[config.mk]
export PLATFORM = sky130hd
export DESIGN_NAME = rtc2_control
export DESIGN_NICKNAME = d
export VERILOG_FILES = /design/src/rtc2_pkg.sv /design/src/rtc2_control.sv /design/src/rtc2_lf_tick.sv /design/src/rtc2_measure.sv
export SDC_FILE = /design/constraint.sdc
export NUM_CORES = 1
export LEC_CHECK = 0
export BUFFER_PORTS_ARGS = -buffer_cell sky130_fd_sc_hd__buf_2
export CORE_ASPECT_RATIO = 0.9
export CORE_MARGIN = 3
export CORE_UTILIZATION = 43
export CTS_CLUSTER_SIZE = 12
export DETAILED_ROUTE_END_ITERATION = 8
export PLACE_DENSITY = 0.62
export SETUP_SLACK_MARGIN = 0.2
export SYNTH_ARGS = -nofsm -noshare
export SYNTH_HDL_FRONTEND = slang
export SYNTH_SLANG_ARGS = --single-unit
[constraint.sdc]
create_clock -name clk -period 7.9 [get_ports clk]
set_input_delay 0.395 -clock clk [delete_from_list [all_inputs] [get_ports clk]]
set_output_delay 0.395 -clock clk [all_outputs]
set_load 0.05 [all_outputs]
[src/rtc2_pkg.sv]
// Package: register map, field positions, timing counts and carriers for the counter 2 control
package rtc2_pkg;

  // Register byte addresses (printed offsets are not all multiples of four: index * 4)
  localparam logic [11:0] CTRL2_INDEX    = 12'hfa1;
  localparam logic [13:0] CTRL2_ADDR     = {CTRL2_INDEX, 2'b00};
  localparam logic [13:0] STATUS_ADDR    = 14'h0010;
  localparam logic [13:0] CTRL1_ADDR     = 14'h0014;
  localparam logic [13:0] IRQ_STAT_ADDR  = 14'h0018;
  localparam logic [13:0] IRQ_MASK_ADDR  = 14'h001c;
  localparam logic [13:0] CAL_DATA_ADDR  = 14'h0020;

  // Control register two fields
  localparam int C2_START  = 7;
  localparam int C2_MODE   = 6;
  localparam int C2_RATE_COUNTERS_INIT_STROBE = 5;
  localparam int C2_RSTCAL = 4;
  localparam int C2_PULSE  = 3;
  localparam int C2_REFSEL = 2;
  localparam int C2_WIN_HI = 1;
  localparam int C2_WIN_LO = 0;
  localparam logic [7:0] CTRL2_RESET = 8'h00;

  // Own control register one: start1, mode1, hold
  localparam int C1_START = 2;
  localparam int C1_MODE  = 1;
  localparam int C1_HOLD  = 0;

  // Status bits
  localparam int S_LOCK  = 0;
  localparam int S_RUN1  = 1;
  localparam int S_RUN2  = 2;
  localparam int S_MODE2 = 4;

  // Interrupt events
  localparam int EV_SECOND = 0;
  localparam int EV_DONE2  = 1;
  localparam int EV_LOCK   = 2;

  // Low-frequency clock and status lag, 4 periods
  localparam int LF_HZ         = 32768;
  localparam int CLK_HZ        = 125000000;
  localparam int LAG_LF_CYCLES = 4;
  localparam int LF_DIV        = CLK_HZ / LF_HZ;
  localparam int SECOND_TICKS  = LF_HZ;
  localparam int PULSE_TICKS   = LF_HZ / 2;

  // AXI responses
  localparam logic [1:0] RESP_OKAY   = 2'b00;
  localparam logic [1:0] RESP_SLVERR = 2'b10;

  typedef struct packed {
    logic       start;
    logic       measureMode;
    logic       pulseEnable;
    logic       refSelect;
    logic [1:0] windowSel;
  } counter_ctrl_t;

  typedef enum logic [1:0] {
    WIN_HIGH,
    WIN_ONE,
    WIN_FOUR,
    WIN_SIXTEEN
  } window_t;

  function automatic logic [4:0] window_periods(input logic [1:0] sel);
    unique case (sel)
      2'b00:   window_periods = 5'h01;
      2'b01:   window_periods = 5'h01;
      2'b10:   window_periods = 5'h04;
      default: window_periods = 5'h10;
    endcase
  endfunction

endpackage

[src/rtc2_control.sv]
// Counter 2 control: AXI4-Lite registers, strobes, pulse output, locking and status
//
// Implementation choice: the AXI4-Lite register port.
`timescale 1ns/100ps
`default_nettype none
module rtc2_control (
  input  wire logic        clk,
  input  wire logic        rst,
  input  wire logic        ce,
  input  wire logic [13:0] s_axi_awaddr,
  input  wire logic        s_axi_awvalid,
  output logic             s_axi_awready,
  input  wire logic [31:0] s_axi_wdata,
  input  wire logic [3:0]  s_axi_wstrb,
  input  wire logic        s_axi_wvalid,
  output logic             s_axi_wready,
  output logic [1:0]       s_axi_bresp,
  output logic             s_axi_bvalid,
  input  wire logic        s_axi_bready,
  input  wire logic [13:0] s_axi_araddr,
  input  wire logic        s_axi_arvalid,
  output logic             s_axi_arready,
  output logic [31:0]      s_axi_rdata,
  output logic [1:0]       s_axi_rresp,
  output logic             s_axi_rvalid,
  input  wire logic        s_axi_rready,
  input  wire logic        referencePulsePin,
  input  wire logic        debugBreak,
  output logic             secondPulsePin,
  output logic             calendarClear,
  output logic             calendarWrite,
  output logic [7:0]       calendarData,
  output logic             irq
);
  import rtc2_pkg::*;

  ////////////////////////////////////////////////////////////////////////////
  // Register state
  logic [7:0]  ctrl2_reg;
  logic [2:0]  ctrl1_reg;
  logic [2:0]  irqStat_reg;
  logic [2:0]  irqMask_reg;
  logic        run2Flag_reg;
  logic        mode2Flag_reg;
  logic        lockFlag_reg;
  logic [2:0]  lagCount_reg;
  logic [15:0] secCount_reg;
  logic        pulseLevel_reg;
  logic [13:0] awAddr_reg;
  logic        awHeld_reg;
  logic [31:0] wData_reg;
  logic [3:0]  wStrb_reg;
  logic        wHeld_reg;
  logic        doneSeen_reg;

  wire logic lfTick;
  wire logic [19:0] count2;
  wire logic count2Done;

  ////////////////////////////////////////////////////////////////////////////
  // Write channel decode
  wire logic [13:0] wrAddr  = awHeld_reg ? awAddr_reg : s_axi_awaddr;
  wire logic [31:0] wrData  = wHeld_reg ? wData_reg : s_axi_wdata;
  wire logic [3:0]  wrStrb  = wHeld_reg ? wStrb_reg : s_axi_wstrb;
  // Held or taken at this edge; ready must still rise while valid waits
  wire logic        awHave  = awHeld_reg | (s_axi_awvalid & s_axi_awready);
  wire logic        wHave   = wHeld_reg | (s_axi_wvalid & s_axi_wready);
  // Decodes act only once both halves are held, so strobes fire once
  wire logic        wrFire  = awHeld_reg & wHeld_reg & ~s_axi_bvalid;
  wire logic        lane0   = wrStrb[0];
  wire logic        wrCtrl2 = wrFire & lane0 & (wrAddr == CTRL2_ADDR);
  wire logic        wrCtrl1 = wrFire & lane0 & (wrAddr == CTRL1_ADDR);
  wire logic        wrIrqS  = wrFire & lane0 & (wrAddr == IRQ_STAT_ADDR);
  wire logic        wrIrqM  = wrFire & lane0 & (wrAddr == IRQ_MASK_ADDR);
  wire logic        wrCal   = wrFire & lane0 & (wrAddr == CAL_DATA_ADDR);
  wire logic        wrKnown = (wrAddr == CTRL2_ADDR) | (wrAddr == CTRL1_ADDR)
                            | (wrAddr == IRQ_STAT_ADDR) | (wrAddr == IRQ_MASK_ADDR)
                            | (wrAddr == CAL_DATA_ADDR) | (wrAddr == STATUS_ADDR);

  ////////////////////////////////////////////////////////////////////////////
  // Control decode
  counter_ctrl_t ctrl2;
  assign ctrl2.start       = ctrl2_reg[C2_START];
  assign ctrl2.measureMode = ctrl2_reg[C2_MODE];
  assign ctrl2.pulseEnable = ctrl2_reg[C2_PULSE];
  assign ctrl2.refSelect   = ctrl2_reg[C2_REFSEL];
  assign ctrl2.windowSel   = ctrl2_reg[C2_WIN_HI:C2_WIN_LO];

  // Strobes are one-cycle pulses; storage never keeps them, so reads show 0
  wire logic rateInit  = wrCtrl2 & wrData[C2_RATE_COUNTERS_INIT_STROBE];
  wire logic calInit   = wrCtrl2 & wrData[C2_RSTCAL];
  wire logic anyStart  = ctrl2.start | ctrl1_reg[C1_START];
  wire logic freeze    = debugBreak & anyStart;
  wire logic secWrap   = lfTick & ~freeze & (secCount_reg == 16'(SECOND_TICKS / 2 - 1));
  wire logic refLevel  = ctrl2.refSelect ? pulseLevel_reg : referencePulsePin;
  wire logic lagDone   = lfTick & (lagCount_reg == 3'(LAG_LF_CYCLES - 1));
  wire logic run2Now   = ctrl2.start & ~(ctrl2.measureMode & count2Done);
  wire logic pending   = (run2Flag_reg != run2Now) | (mode2Flag_reg != ctrl2.measureMode);
  wire logic doneRise  = count2Done & ~doneSeen_reg;
  wire logic lockRise  = ctrl1_reg[C1_HOLD] & ~lockFlag_reg;
  wire logic [2:0] events = {lockRise, doneRise, secWrap & ~pulseLevel_reg};
  wire logic [7:0] statusByte = {3'b000, mode2Flag_reg, ctrl1_reg[C1_MODE], run2Flag_reg,
                                 ctrl1_reg[C1_START], lockFlag_reg};

  ////////////////////////////////////////////////////////////////////////////
  // Read decode
  wire logic [7:0] rdByte =
      (s_axi_araddr == CTRL2_ADDR)    ? ctrl2_reg :
      (s_axi_araddr == STATUS_ADDR)   ? statusByte :
      (s_axi_araddr == CTRL1_ADDR)    ? {5'b00000, ctrl1_reg} :
      (s_axi_araddr == IRQ_STAT_ADDR) ? {5'b00000, irqStat_reg} :
      (s_axi_araddr == IRQ_MASK_ADDR) ? {5'b00000, irqMask_reg} :
      (s_axi_araddr == CAL_DATA_ADDR) ? calendarData : 8'h00;
  wire logic rdKnown = (s_axi_araddr == CTRL2_ADDR) | (s_axi_araddr == STATUS_ADDR)
                     | (s_axi_araddr == CTRL1_ADDR) | (s_axi_araddr == IRQ_STAT_ADDR)
                     | (s_axi_araddr == IRQ_MASK_ADDR) | (s_axi_araddr == CAL_DATA_ADDR);
  wire logic rdFire  = s_axi_arvalid & s_axi_arready;

  ////////////////////////////////////////////////////////////////////////////
  // Submodules
  rtc2_lf_tick u_tick (
    .clk  (clk),
    .rst  (rst),
    .ce   (ce),
    .tick (lfTick)
  );

  rtc2_measure u_meas (
    .clk      (clk),
    .rst      (rst),
    .ce       (ce),
    .lfTick   (lfTick),
    .run      (ctrl2.start),
    .freeze   (freeze),
    .clear    (rateInit),
    .ctrl     (ctrl2),
    .refLevel (refLevel),
    .count    (count2),
    .done     (count2Done)
  );

  ////////////////////////////////////////////////////////////////////////////
  // AXI4-Lite handshake
  always_ff @(posedge clk or posedge rst) begin
    if (rst) begin
      s_axi_awready <= 1'b0;
      s_axi_wready  <= 1'b0;
      s_axi_bvalid  <= 1'b0;
      s_axi_bresp   <= RESP_OKAY;
      awHeld_reg    <= 1'b0;
      wHeld_reg     <= 1'b0;
      awAddr_reg    <= 14'h0000;
      wData_reg     <= 32'h00000000;
      wStrb_reg     <= 4'h0;
    end else if (ce) begin
      s_axi_awready <= ~awHave & ~s_axi_bvalid;
      s_axi_wready  <= ~wHave & ~s_axi_bvalid;
      if (s_axi_awvalid && s_axi_awready) begin
        awHeld_reg <= 1'b1;
        awAddr_reg <= s_axi_awaddr;
      end
      if (s_axi_wvalid && s_axi_wready) begin
        wHeld_reg <= 1'b1;
        wData_reg <= s_axi_wdata;
        wStrb_reg <= s_axi_wstrb;
      end
      if (awHeld_reg && wHeld_reg && !s_axi_bvalid) begin
        s_axi_bvalid  <= 1'b1;
        s_axi_bresp   <= wrKnown ? RESP_OKAY : RESP_SLVERR;
        awHeld_reg    <= 1'b0;
        wHeld_reg     <= 1'b0;
        s_axi_awready <= 1'b0;
        s_axi_wready  <= 1'b0;
      end else if (s_axi_bvalid && s_axi_bready) begin
        s_axi_bvalid <= 1'b0;
      end
    end
  end

  always_ff @(posedge clk or posedge rst) begin
    if (rst) begin
      s_axi_arready <= 1'b0;
      s_axi_rvalid  <= 1'b0;
      s_axi_rdata   <= 32'h00000000;
      s_axi_rresp   <= RESP_OKAY;
    end else if (ce) begin
      s_axi_arready <= ~s_axi_rvalid & ~s_axi_arready & s_axi_arvalid;
      if (rdFire) begin
        s_axi_rvalid <= 1'b1;
        s_axi_rdata  <= {24'h000000, rdByte};
        s_axi_rresp  <= rdKnown ? RESP_OKAY : RESP_SLVERR;
      end else if (s_axi_rvalid && s_axi_rready) begin
        s_axi_rvalid <= 1'b0;
      end
    end
  end

  ////////////////////////////////////////////////////////////////////////////
  // Control registers; writes only act when both halves are held
  wire logic wrNow = awHeld_reg & wHeld_reg & ~s_axi_bvalid;

  always_ff @(posedge clk or posedge rst) begin
    if (rst) begin
      ctrl2_reg   <= CTRL2_RESET;
      ctrl1_reg   <= 3'b000;
      irqMask_reg <= 3'b000;
    end else if (ce && wrNow) begin
      if (wrCtrl2) ctrl2_reg <= wrData[7:0] & ~(8'h01 << C2_RATE_COUNTERS_INIT_STROBE) & ~(8'h01 << C2_RSTCAL);
      if (wrCtrl1) ctrl1_reg <= wrData[2:0];
      if (wrIrqM)  irqMask_reg <= wrData[2:0];
    end
  end

  // Calendar outputs: init pulse and gated write
  always_ff @(posedge clk or posedge rst) begin
    if (rst) begin
      calendarClear <= 1'b0;
      calendarWrite <= 1'b0;
      calendarData  <= 8'h00;
    end else if (ce) begin
      calendarClear <= wrNow & calInit;
      calendarWrite <= wrNow & wrCal & lockFlag_reg;
      if (wrNow && wrCal && lockFlag_reg) calendarData <= wrData[7:0];
    end
  end

  ////////////////////////////////////////////////////////////////////////////
  // Counter 2 run and mode status flags lag the control bits by up to four low-frequency ticks; the lock flag follows hold in one clock
  always_ff @(posedge clk or posedge rst) begin
    if (rst) begin
      lagCount_reg  <= 3'b000;
      run2Flag_reg  <= 1'b0;
      mode2Flag_reg <= 1'b0;
      lockFlag_reg  <= 1'b0;
      doneSeen_reg  <= 1'b0;
    end else if (ce) begin
      doneSeen_reg <= count2Done;
      lockFlag_reg <= ctrl1_reg[C1_HOLD];
      if (!pending) lagCount_reg <= 3'b000;
      else if (lagDone) begin
        lagCount_reg  <= 3'b000;
        run2Flag_reg  <= run2Now;
        mode2Flag_reg <= ctrl2.measureMode;
      end else if (lfTick) lagCount_reg <= lagCount_reg + 3'b001;
    end
  end

  ////////////////////////////////////////////////////////////////////////////
  // One-second pulse: high half, low half
  always_ff @(posedge clk or posedge rst) begin
    if (rst) begin
      secCount_reg   <= 16'h0000;
      pulseLevel_reg <= 1'b0;
      secondPulsePin <= 1'b0;
    end else if (ce) begin
      if (lfTick && !freeze) secCount_reg <= secWrap ? 16'h0000 : secCount_reg + 16'h0001;
      if (secWrap) pulseLevel_reg <= ~pulseLevel_reg;
      secondPulsePin <= ctrl2.pulseEnable & pulseLevel_reg;
    end
  end

  ////////////////////////////////////////////////////////////////////////////
  // Interrupts: set wins over write-one clear
  always_ff @(posedge clk or posedge rst) begin
    if (rst) begin
      irqStat_reg <= 3'b000;
      irq         <= 1'b0;
    end else if (ce) begin
      irqStat_reg <= (irqStat_reg & ~((wrNow & wrIrqS) ? wrData[2:0] : 3'b000)) | events;
      irq         <= |(irqStat_reg & irqMask_reg);
    end
  end

  ////////////////////////////////////////////////////////////////////////////
  // Assertions
  property p_init_self_clear;
    @(posedge clk) disable iff (rst) ce |-> !ctrl2_reg[C2_RATE_COUNTERS_INIT_STROBE] && !ctrl2_reg[C2_RSTCAL];
  endproperty
  a_init_self_clear: assert property (p_init_self_clear)
    else $error("init strobe bit held");

  property p_cal_gate;
    @(posedge clk) disable iff (rst) calendarWrite |-> $past(lockFlag_reg);
  endproperty
  a_cal_gate: assert property (p_cal_gate)
    else $error("calendar write without hold");

  property p_pulse_off;
    @(posedge clk) disable iff (rst) ce && !ctrl2.pulseEnable |=> !secondPulsePin;
  endproperty
  a_pulse_off: assert property (p_pulse_off)
    else $error("pulse while disabled");

  property p_cal_clear;
    @(posedge clk) disable iff (rst) ce && wrNow && calInit |=> calendarClear;
  endproperty
  a_cal_clear: assert property (p_cal_clear)
    else $error("calendar clear missed");

  property p_rate_clear;
    @(posedge clk) disable iff (rst) ce && wrNow && rateInit |=> count2 == 20'h00000;
  endproperty
  a_rate_clear: assert property (p_rate_clear)
    else $error("rate counter not cleared");

  property p_freeze;
    @(posedge clk) disable iff (rst) ce && freeze && !(wrNow && rateInit) |=> $stable(count2);
  endproperty
  a_freeze: assert property (p_freeze)
    else $error("counter moved in break");

  property p_stop;
    @(posedge clk) disable iff (rst)
      !ctrl2.start && $past(!ctrl2.start) && !$past(rateInit) |-> $stable(count2);
  endproperty
  a_stop: assert property (p_stop)
    else $error("stopped counter moved");

  property p_lag;
    @(posedge clk) disable iff (rst) ce && pending && lagDone |=>
      run2Flag_reg == $past(run2Now) && mode2Flag_reg == $past(ctrl2.measureMode);
  endproperty
  a_lag: assert property (p_lag)
    else $error("status lag too long");

  property p_ref_loop;
    @(posedge clk) disable iff (rst) ctrl2.refSelect |-> refLevel == pulseLevel_reg;
  endproperty
  a_ref_loop: assert property (p_ref_loop)
    else $error("loopback reference wrong");

endmodule
`default_nettype wire

[src/rtc2_lf_tick.sv]
// Low-frequency tick generator derived from the system clock
`timescale 1ns/100ps
`default_nettype none
module rtc2_lf_tick (
  input  wire logic clk,
  input  wire logic rst,
  input  wire logic ce,
  output logic      tick
);
  import rtc2_pkg::*;

  logic [11:0] divCount_reg;
  wire  logic  wrap = (divCount_reg == 12'(LF_DIV - 1));

  always_ff @(posedge clk or posedge rst) begin
    if (rst) begin
      divCount_reg <= 12'h000;
      tick         <= 1'b0;
    end else if (ce) begin
      divCount_reg <= wrap ? 12'h000 : divCount_reg + 12'h001;
      tick         <= wrap;
    end
  end
endmodule
`default_nettype wire

[src/rtc2_measure.sv]
// Counter 2 rate counter and window measurement engine
`timescale 1ns/100ps
`default_nettype none
module rtc2_measure (
  input  wire logic          clk,
  input  wire logic          rst,
  input  wire logic          ce,
  input  wire logic          lfTick,
  input  wire logic          run,
  input  wire logic          freeze,
  input  wire logic          clear,
  input  wire rtc2_pkg::counter_ctrl_t ctrl,
  input  wire logic          refLevel,
  output logic [19:0]        count,
  output logic               done
);
  import rtc2_pkg::*;

  logic       refPrev_reg;
  logic [4:0] periods_reg;
  logic       inWindow_reg;
  wire  logic refRise  = refLevel & ~refPrev_reg;
  wire  logic refFall  = ~refLevel & refPrev_reg;
  wire  logic highMode = (ctrl.windowSel == 2'(WIN_HIGH));
  wire  logic lastEdge = (periods_reg == window_periods(ctrl.windowSel) - 5'h01);
  wire  logic winOpen  = ~inWindow_reg & ~done & refRise;
  wire  logic winClose = inWindow_reg & (highMode ? refFall : (refRise & lastEdge));
  wire  logic countEn  = run & ~freeze & lfTick;

  always_ff @(posedge clk or posedge rst) begin
    if (rst) begin
      refPrev_reg  <= 1'b0;
      periods_reg  <= 5'h00;
      inWindow_reg <= 1'b0;
      count        <= 20'h00000;
      done         <= 1'b0;
    end else if (ce) begin
      refPrev_reg <= refLevel;
      if (clear || !run) begin
        periods_reg  <= 5'h00;
        inWindow_reg <= 1'b0;
        done         <= 1'b0;
        if (clear) count <= 20'h00000;
      end else if (!freeze) begin
        if (!ctrl.measureMode) begin
          if (countEn) count <= count + 20'h00001;
        end else begin
          if (winOpen) inWindow_reg <= 1'b1;
          if (winClose) begin
            inWindow_reg <= 1'b0;
            done         <= 1'b1;
          end else if (inWindow_reg && refRise) begin
            periods_reg <= periods_reg + 5'h01;
          end
          if ((inWindow_reg || winOpen) && countEn && !winClose) count <= count + 20'h00001;
        end
      end
    end
  end
endmodule
`default_nettype wire

==> summary.md, run 1 <==
| Metric | Value |
|---|---|
| Commonest non-fill, non-tap cells in the layout | 112 x dfrtp_1, 73 x buf_2, 45 x nand2_1 |
| Final nets | 691 |
| Post-Synth XOR/XNOR Area | between 3 and 4% |
| Die height | approximately 120 µm |
| Worst EP arrival | 2830 ps |
| Slew HR | 44.3% |
| Mapped Area | 5840 µm² |
| Overflow after GRT | 0 |
| Pint | 1.08 mW |
| RSZ-0062 raised after global routing | no |
| Grt met2 use | approximately 29% |
| Drt wl/cell | 16.9 µm |
| # rows | 39 |
| WP data required | between 8000 and 9000 ps |
| Syn. warnings | 0 |
| Via count | 4255 |
| Pleak | around 3.1 nW |
| Adder-cell share of the synthesized area | between 1 and 1.5% |
| Initial antenna violation count | 0 |
| Worst-path maximum fanout | 17 |
| Area delta synth->final | 13.0% |
| Pins Over Slew Limit | 0 |
| Largest register FFs | 16 |
| Mux share of post-synthesis cell area | 11.5% |
| Min Tclk post-route | 2590 ps |
| Post-synth ARST share | 100% |
| Final ANT Viol Nets | 0 |
| CTS buffer count | 9 |
| Post-CTS setup repair buffer count | 0 |
| Busiest metal layer after global routing | met2 |
| Max-cap violations | 0 |
| Initial DRC Count | between 200 and 250 |
| Worst-Margin Slew | 836 ps |
| Via density | about 5.4 |
| Final period utilization | 32.8% |
| DR pass1 iterations | 5 |
| Buffers on Ports | 73 |
| Post-Route WL | 13.2 mm |
| Worst min path class | input pin to async pin |
| PwrDens | 246 nW/µm² |
| Largest net degree at the start of global routing | 69 |
| Starting density of the core | 45.0% |
| Synth Area in Simple Gates | 19.0% |
| RR Endpoint | ctrl1_reg[1] |
| GP Congestion | 0.828 |
| Clock power frac | 29.8% |
| Ports | 127 |
| Worst reg2reg startpoint | awHeld_reg |
| Residual DRC count | 0 |
| TritonCTS clock tree | done |
| Fmax achieved | 386 MHz |
| CTS max path bufs | 2 |
| Dpl hpwl | ~10 mm |
| Post-synth EDFFs | 0 |
| First-pass GRT wire length | around 21 mm |
| Root Driver | clkbuf_16 |
| IR Drop Worst-Case VDD | 0.113 mV |
| Filler instances | about 1200 |
| Avg Synthesized Cell Area | ~11 µm² |
| Register share of total power | between 40 and 50% |
| Critical path class | flip-flop to flip-flop |
| Synth unique cells | 75 |
| Htree depth | 3 |
| Reg-to-reg setup timing slack | approximately 5300 ps |
| GRT met3 Usage | 3.48% |
| FF+latch count, synth | 112 |
| Ys flop type | dfrtp_1 |
| Reg clk slew, reported paths | around 80 ps |
| Outcome | finished clean |
| Gate power share | about 22% |
| Die Footprint | 15000 µm² |
| Number of diodes | 0 |
| Fraction of layout instances using a drive strength above 1 | 25.8% |
| Horiz. Die Dim | 129 µm |
| Post-Place Setup Slack | 5260 ps |
| Setup crit start kind | flip-flop |
| Number of global-route vias before repair | ~4200 |
| Crit path capture type | flip-flop |
| Core ar. | 13000 µm² |
| GR Util met1 | 24.6% |
| Setup ws final | between 5000 and 6000 ps |
| Seq/Total Area, Yosys | 48.0% |
| Worst Skew | 11.7 ps |
| Sw Ratio | 33.2% |
| Mapped Cells | 538 |
| Post-cts resize count | 0 |
| Reg2reg path depth | 5 |
| Fin Setup TNS | 0 ps |
| Clock Sinks | 112 |
| Cts hold-fix bufs | 0 |
| GRT Resource Usage Total | 17.8% |
| Commonest non-fill, non-tap cell in the layout | dfrtp_1 |
| Largest family of logic cells by synthesized area | simple AND/OR/NAND/NOR gates |
| Compound-Gate Fraction of Synth Area | 11.4% |
| Psw | around 0.54 mW |
| Final setup vio count | 0 |
| Clk_lat worst skew | 360 ps |
| Final hold viol count | 0 |
-- layer usage --
layer	wire length [µm]	share of wire, %	up-vias
li1	-	-	2050
met5	0	0	-
met2	6400	49	86
met4	116	0.88	0
met3	470	3.6	10
met1	6190	47	2109
-- worst max path at each step --
| stage | end | slack, ps | cells past startpoint | startpoint |
|---|---|---|---|---|
| 6_report | ctrl1_reg[1] | 5310 | 5 | awHeld_reg |
| 5_1_grt | ctrl1_reg[2] | 5140 | 5 | wHeld_reg |
| 4_1_cts | ctrl1_reg[1] | 5280 | 5 | wHeld_reg |
| 3_5_place_dp | ctrl1_reg[0] | 5260 | 5 | ce |
| 3_3_place_gp | ctrl1_reg[0] | 5290 | 5 | ce |
| 2_1_floorplan | awAddr_reg[0] | 4550 | 1 | rst |
-- logic make-up (layout without fill, tap and decap cells) --
logic type | Yosys count | after routing
AND/OR/NAND/NOR | 191 | 191
flip-flops | 112 | 112
AO/OA/AOI/OAI | 90 | 90
buffers and inverters | 58 | 112
multiplexers | 57 | 57
XOR/XNOR | 24 | 24
adder cells (fa/ha/maj) | 5 | 5
other | 1 | 26
-- layout make-up --
| class | instances | area [µm²] | area share, % |
|---|---|---|---|
| clock buffers | 10 | 239 | 3.62 |
| well taps | 164 | 205 | 3.11 |
| repair buffers | 75 | 380 | 5.76 |
| clock inverters | 6 | 73.8 | 1.12 |
| flip-flops and latches | 112 | 2800 | 42.5 |
| multi-input cells | 393 | 2820 | 42.7 |
| inverters | 21 | 81.3 | 1.23 |
-- worst max-delay path, stage by stage (launching register included) --
cell,delay [ps]
dfrtp_1,570
nor2_1,220
nor4b_1,610
o2111ai_4,270
nor3_2,420
mux2_2,380
-- cells in the mapped netlist, types with 4 or more instances --
master | number | area [µm²]
a21o_1 | 7 | 52.6
a21oi_1 | 11 | 55.1
a22o_1 | 5 | 43.8
a22oi_1 | 5 | 37.5
and2_1 | 5 | 31.3
and3_1 | 5 | 31.3
buf_4 | 26 | 195
clkbuf_1 | 9 | 33.8
dfrtp_1 | 112 | 2800
ha_1 | 5 | 62.6
inv_1 | 21 | 78.8
mux2_1 | 4 | 45.0
mux2_2 | 42 | 473
mux2_4 | 6 | 90.1
mux2i_1 | 4 | 40.0
nand2_1 | 45 | 169
nand3_1 | 14 | 70.1
nand4_1 | 11 | 68.8
nor2_1 | 41 | 154
nor2b_1 | 5 | 31.3
nor3_1 | 15 | 75.1
nor3b_1 | 5 | 37.5
nor4_1 | 4 | 25.0
nor4bb_1 | 4 | 40.0
o21ai_0 | 22 | 110
o2bb2ai_1 | 4 | 35.0
o31ai_1 | 6 | 45.0
or3_1 | 5 | 31.3
xnor2_1 | 13 | 114
xor2_1 | 11 | 96.3
-- through the flow --
stage | util (%) | std cells | hold slack, ps | instance area (µm²) | power, mW
4_1_cts | 50.8 | 781 | 247 | 6600 | 1.64
5_1_grt | 50.8 | 781 | 277 | 6600 | 1.71
6_report | 50.8 | 781 | 215 | 6600 | 1.62
3_5_place_dp | 48.4 | 765 | 461 | 6290 | 1.15
3_3_place_gp | 48.4 | 765 | 442 | 6290 | 1.14
2_1_floorplan | - | 563 | 435 | 5930 | 1.06
-- power by group through the flow --
stage          Combinational (mW)  Sequential (mW)  Clock [mW]
2_1_floorplan               0.265            0.795           0
3_3_place_gp                0.358            0.783           0
3_5_place_dp                0.366            0.788           0
4_1_cts                     0.367            0.777       0.495
5_1_grt                     0.400            0.794       0.512
6_report                    0.363            0.776       0.483
Power figures use the tool's default switching activity.
==> inputs of run 2 (changes only) <==
- PLACE_DENSITY: 0.62 -> 0.64
- clock period: 7.9 -> 2.35 ns (I/O delays scaled with it)
==> run 2 against run 1 <==
Effect of this change:
- via count grew 3.4%
- highest routed layer unchanged
- clock power rose to 3.1 times the previous value
- flip-flop and latch count stayed put
- sequential share of layout area decreased by 2.0 points
- non-clock buffer count is 31 higher
- largest power group unchanged
==> summary.md, run 2 (synthesis gave the netlist of run 1 again) <==
| Metric | Value |
|---|---|
| Core ar. | 13000 µm² |
| Worst EP arrival | 2340 ps |
| Final period utilization | 89.1% |
| Root Driver | clkbuf_16 |
| Number of diodes | 0 |
| Post-Route WL | 13.8 mm |
| Final ANT Viol Nets | 0 |
| Utilization after layout | 53.4% |
| RSZ-0062 raised after global routing | no |
| Die Footprint | 15000 µm² |
| Worst Skew | about 10 ps |
| Pleak | between 3 and 4 nW |
| Htree depth | 3 |
| CTS max path bufs | 2 |
| Via count | 4400 |
| Fmax achieved | about 480 MHz |
| CP cell instances | or4b_4 > o2bb2ai_4 > o2111ai_4 > nor2_4 > buf_12 > mux2_2 |
| Final nets | 722 |
| Largest register FFs | 16 |
| Pins Over Slew Limit | 0 |
| Ports | around 130 |
| Via density | 5.42 |
| Initial DRC Count | 277 |
| Area delta synth->final | 18.7% |
| TritonCTS clock tree | done |
| Min Tclk post-route | 2090 ps |
| Drt wl/cell | 17.0 µm |
| CP max stage delay | 550 ps |
| Initial antenna violation count | 0 |
| Number of global-route vias before repair | between 4000 and 5000 |
| Horiz. Die Dim | 129 µm |
| Buffers on Ports | 73 |
| Final setup vio count | 0 |
| Fraction of layout instances using a drive strength above 1 | between 20 and 30% |
| Fin Setup TNS | 0 ps |
| Overflow after GRT | 0 |
| Critical path class | flip-flop to flip-flop |
| Final hold viol count | 0 |
| Outcome | finished clean |
| Die height | 117 µm |
| Setup crit start kind | flip-flop |
| Max-cap violations | 0 |
| First-pass GRT wire length | 22.1 mm |
| Residual DRC count | 0 |
| GRT Resource Usage Total | a little under a fifth |
| Worst-path maximum fanout | 8 |
| GP Congestion | 0.806 |
| Clk_lat worst skew | 360 ps |
| Dpl hpwl | approximately 10 mm |
| Slew HR | between 50% and 60% |
| # rows | 39 |
| Commonest non-fill, non-tap cell in the layout | dfrtp_1 |
| Filler instances | 1171 |
| Crit path capture type | flip-flop |
| CTS buffer count | 9 |
| DR pass1 iterations | 5 |
| Starting density of the core | 45.0% |
| Worst-Margin Slew | 677 ps |
| PwrDens | 798 nW/µm² |
| Clock Sinks | between 100 and 150 |
| IR Drop Worst-Case VDD | 0.434 mV |
| Worst min path class | input pin to flip-flop |
| CP max-delay cell | or4b_4 |
| Reg clk slew, reported paths | 80 ps |
| Largest net degree at the start of global routing | 39 |
| WP data required | 2590 ps |
| Commonest non-fill, non-tap cells in the layout | 111 x dfrtp_1, 73 x buf_2, 45 x nand2_1 |
## run 2: per-stage QoR
stage	worst slack, ps	cell area (µm²)	std cells	hold WS (ps)	power [mW]
2_1_floorplan	256	5940	563	268	3.56
3_3_place_gp	192	6450	784	251	3.90
3_5_place_dp	119	6450	784	252	3.97
4_1_cts	200	6850	806	4.00	5.52
5_1_grt	115	6930	812	3.32	5.82
6_report	257	6930	812	3.10	5.53
## run 2: path summary, 6_finish.rpt
kind                                 from         endpoint  slack (ps)  depth (start not counted)
max reg2reg                 awAddr_reg[6]  calendarData[3]         260                          6
min                        s_axi_wdata[1]     wData_reg[1]           3                          2
max                         awAddr_reg[6]  calendarData[3]         260                          6
min in group asynchronous             rst    awAddr_reg[5]         390                          3
min reg2reg                  doneSeen_reg   irqStat_reg[1]         480                          1
max in group asynchronous             rst    awAddr_reg[1]        1320                          4
## run 2: layer usage
layer	vias up	GRT usage, %	wire length (µm)
li1	2116	-	-
met1	2199	24.7	6350
met2	75	31.7	6800
met3	10	3.70	479
met4	0	4.48	160
met5	-	0	0
## run 2: worst max-delay path: cells and delay by family (launching register included)
family                 cells  cell delay, ps
and+or+nand+nor            2             730
muxes                      1             330
buffers and inverters      1             140
AOI/OAI and AO/OA          2             380
DFF                        1             380
## run 2: power by group
part           internal (mW)  total (mW)  switching (mW)
combinational          0.618        1.45           0.829
clock                  0.753        1.52           0.769
sequential              2.25        2.56           0.313
total                   3.62        5.53            1.91
## run 2: layout make-up
class | count | area, µm² | share of cell area, %
multi-input combinational | 393 | 2880 | 41.6
sequential | 112 | 2800 | 40.4
timing repair buffer | 106 | 663 | 9.57
clock buffer | 9 | 225 | 3.25
tap | 164 | 205 | 2.96
inverter | 21 | 82.6 | 1.19
clock inverter | 7 | 68.8 | 0.993
## run 2: repair_timing
| item | 4_1_cts | 5_1_grt |
|---|---|---|
| buffers inserted | 1 | 6 |
| pin swaps | 2 | 8 |
| hold buffers | 5 | 0 |
| hold endpoints to repair | 30 | 0 |
| cloned | 0 | 0 |
| resized for setup | 5 | 6 |
| endpoints found under the setup margin | 17 | 18 |
==> inputs of run 3 (changes only) <==
- CORE_UTILIZATION: 43 -> 50
- PLACE_DENSITY: 0.64 -> 0.73
==> run 3 against run 2 <==
Effect of this change:
- routed wire length fell by 2.8%
- combinational power fell by 3%
- clock skew fell by 5.1 ps
- die area fell by 13%
- cell count fell by 2.8%
- clock power rose by 16%
- sequential share of layout area rose by 0.50 points
- highest routed layer unchanged
- largest power group unchanged
- register-to-register slack got worse by 50 ps
- power rose by 4.0%
==> summary.md, run 3 (synthesis gave the netlist of run 1 again) <==
| Metric | Value |
|---|---|
| Commonest non-fill, non-tap cells in the layout | 111 x dfrtp_1, 73 x buf_2, 45 x nand2_1 |
| Horiz. Die Dim | 120 µm |
| Worst-path maximum fanout | 8 |
| Overflow after GRT | 0 |
| Crit path capture type | flip-flop |
| Clk_lat worst skew | around 350 ps |
| DR pass1 iterations | 5 |
| RSZ-0062 raised after global routing | yes |
| Multi-input logic area | around 2900 µm² |
| Pleak | approximately 3.2 nW |
| GRT Resource Usage Total | 21.4% |
| GP Congestion | 0.831 |
| Htree depth | 3 |
| Setup crit start kind | flip-flop |
| Drt wl/cell | approximately 17 µm |
| Min Tclk post-route | 2140 ps |
| Outcome | finished clean |
| Fmax achieved | 468 MHz |
| Slew HR | a little over half |
| Fraction of layout instances using a drive strength above 1 | between 20% and 30% |
| Pins Over Slew Limit | 0 |
| Post-Route WL | 13.4 mm |
| Worst EP arrival | about 2400 ps |
| Clock Sinks | about 110 |
| CP max-delay cell | or4b_4 |
| Worst min path class | input pin to flip-flop |
| Critical path buffer and inverter count | 0 |
| Total power | 5.75 mW |
| Final period utilization | 91.0% |
| Final hold viol count | 0 |
| Initial DRC Count | 349 |
| Commonest non-fill, non-tap cell in the layout | dfrtp_1 |
| Buffers on Ports | 73 |
| IR Drop Worst-Case VDD | 0.538 mV |
| Largest register FFs | 16 |
| # rows | 36 |
| Critical path's top delay family | simple AND/OR/NAND/NOR gates |
| Worst Skew | 5.11 ps |
| First-pass GRT wire length | 22.3 mm |
| TritonCTS clock tree | done |
| Dpl hpwl | 9.81 mm |
| CP max stage delay | 560 ps |
| Starting density of the core | 52.5% |
| Utilization after layout | 61.6% |
| Area delta synth->final | 17.3% |
| Max-cap violations | 0 |
| Initial antenna violation count | 0 |
| Residual DRC count | 0 |
| Fin Setup TNS | 0 ps |
| Final ANT Viol Nets | 0 |
| Via density | between 5 and 6 |
| PwrDens | 840 nW/µm² |
| Core ar. | 11100 µm² |
| WP data required | 2580 ps |
| Number of global-route vias before repair | 4379 |
| Number of diodes | 0 |
| Reg-to-reg setup timing slack | roughly 210 ps |
| CP cell instances | or4b_4 > o2bb2ai_4 > o2111ai_4 > nor2_4 > mux2_2 |
| Reg area | 2800 µm² |
| Worst-Margin Slew | 703 ps |
| Ports | 127 |
| Fin cells | 789 |
| Die Footprint | 13000 µm² |
| Final setup vio count | 0 |
| Filler instances | about 940 |
| DP Cell Count | 764 |
| Root Driver | clkbuf_16 |
| CTS buffer count | 9 |
| Final nets | 711 |
| Largest net degree at the start of global routing | 113 |
| Die height | 109 µm |
| Critical path class | flip-flop to flip-flop |
| CTS max path bufs | 2 |
| Reg clk slew, reported paths | 70 ps |
| Via count | 4495 |
run 3: timing repair:
item,4_1_cts,5_1_grt
pin swaps,3,4
hold endpoints to repair,114,0
setup endpoints to repair,16,22
buffers inserted,1,5
hold buffers,3,0
resized for setup,7,2
run 3: cell type report:
| cell class | instances | area share (%) |
|---|---|---|
| Sequential cell | 112 | 40.9 |
| Timing Repair Buffer | 95 | 8.04 |
| Clock buffer | 11 | 3.69 |
| Clock inverter | 5 | 1.50 |
| Inverter | 21 | 1.21 |
| Tap cell | 152 | 2.78 |
| Multi-Input combinational cell | 393 | 41.9 |
run 3: power breakdown:
part	switching [mW]	total, mW	internal (mW)
registers	0.318	2.57	2.25
clock network	0.675	1.77	1.10
logic	0.812	1.41	0.598
total	1.80	5.75	3.95
run 3: final timing paths:
path / cells after the start / endpoint / from
max: 5 / calendarData[6] / awAddr_reg[6]
min: 2 / wData_reg[1] / s_axi_wdata[1]
max reg2reg: 5 / calendarData[6] / awAddr_reg[6]
min reg2reg: 1 / irqStat_reg[1] / doneSeen_reg
max in group asynchronous: 4 / awHeld_reg / rst
min in group asynchronous: 4 / awAddr_reg[4] / rst
run 3: through the flow:
stage / instance area (µm²) / setup WS [ps] / hold slack [ps]
2_1_floorplan: 5940 / 256 / 268
3_3_place_gp: 6370 / 190 / 336
3_5_place_dp: 6370 / 137 / 339
4_1_cts: 6810 / 193 / 7.68
5_1_grt: 6850 / 168 / 13.7
6_report: 6850 / 211 / 15.1
run 3: layer usage:
layer	global-route usage [%]	share of wire, %	routed length, µm	vias to the layer above
met3	3.97	4.8	644	12
met5	0	0	0	-
li1	-	-	-	2097
met4	5.23	1.3	174	0
met2	35.8	50	6680	128
met1	29.1	44	5900	2258
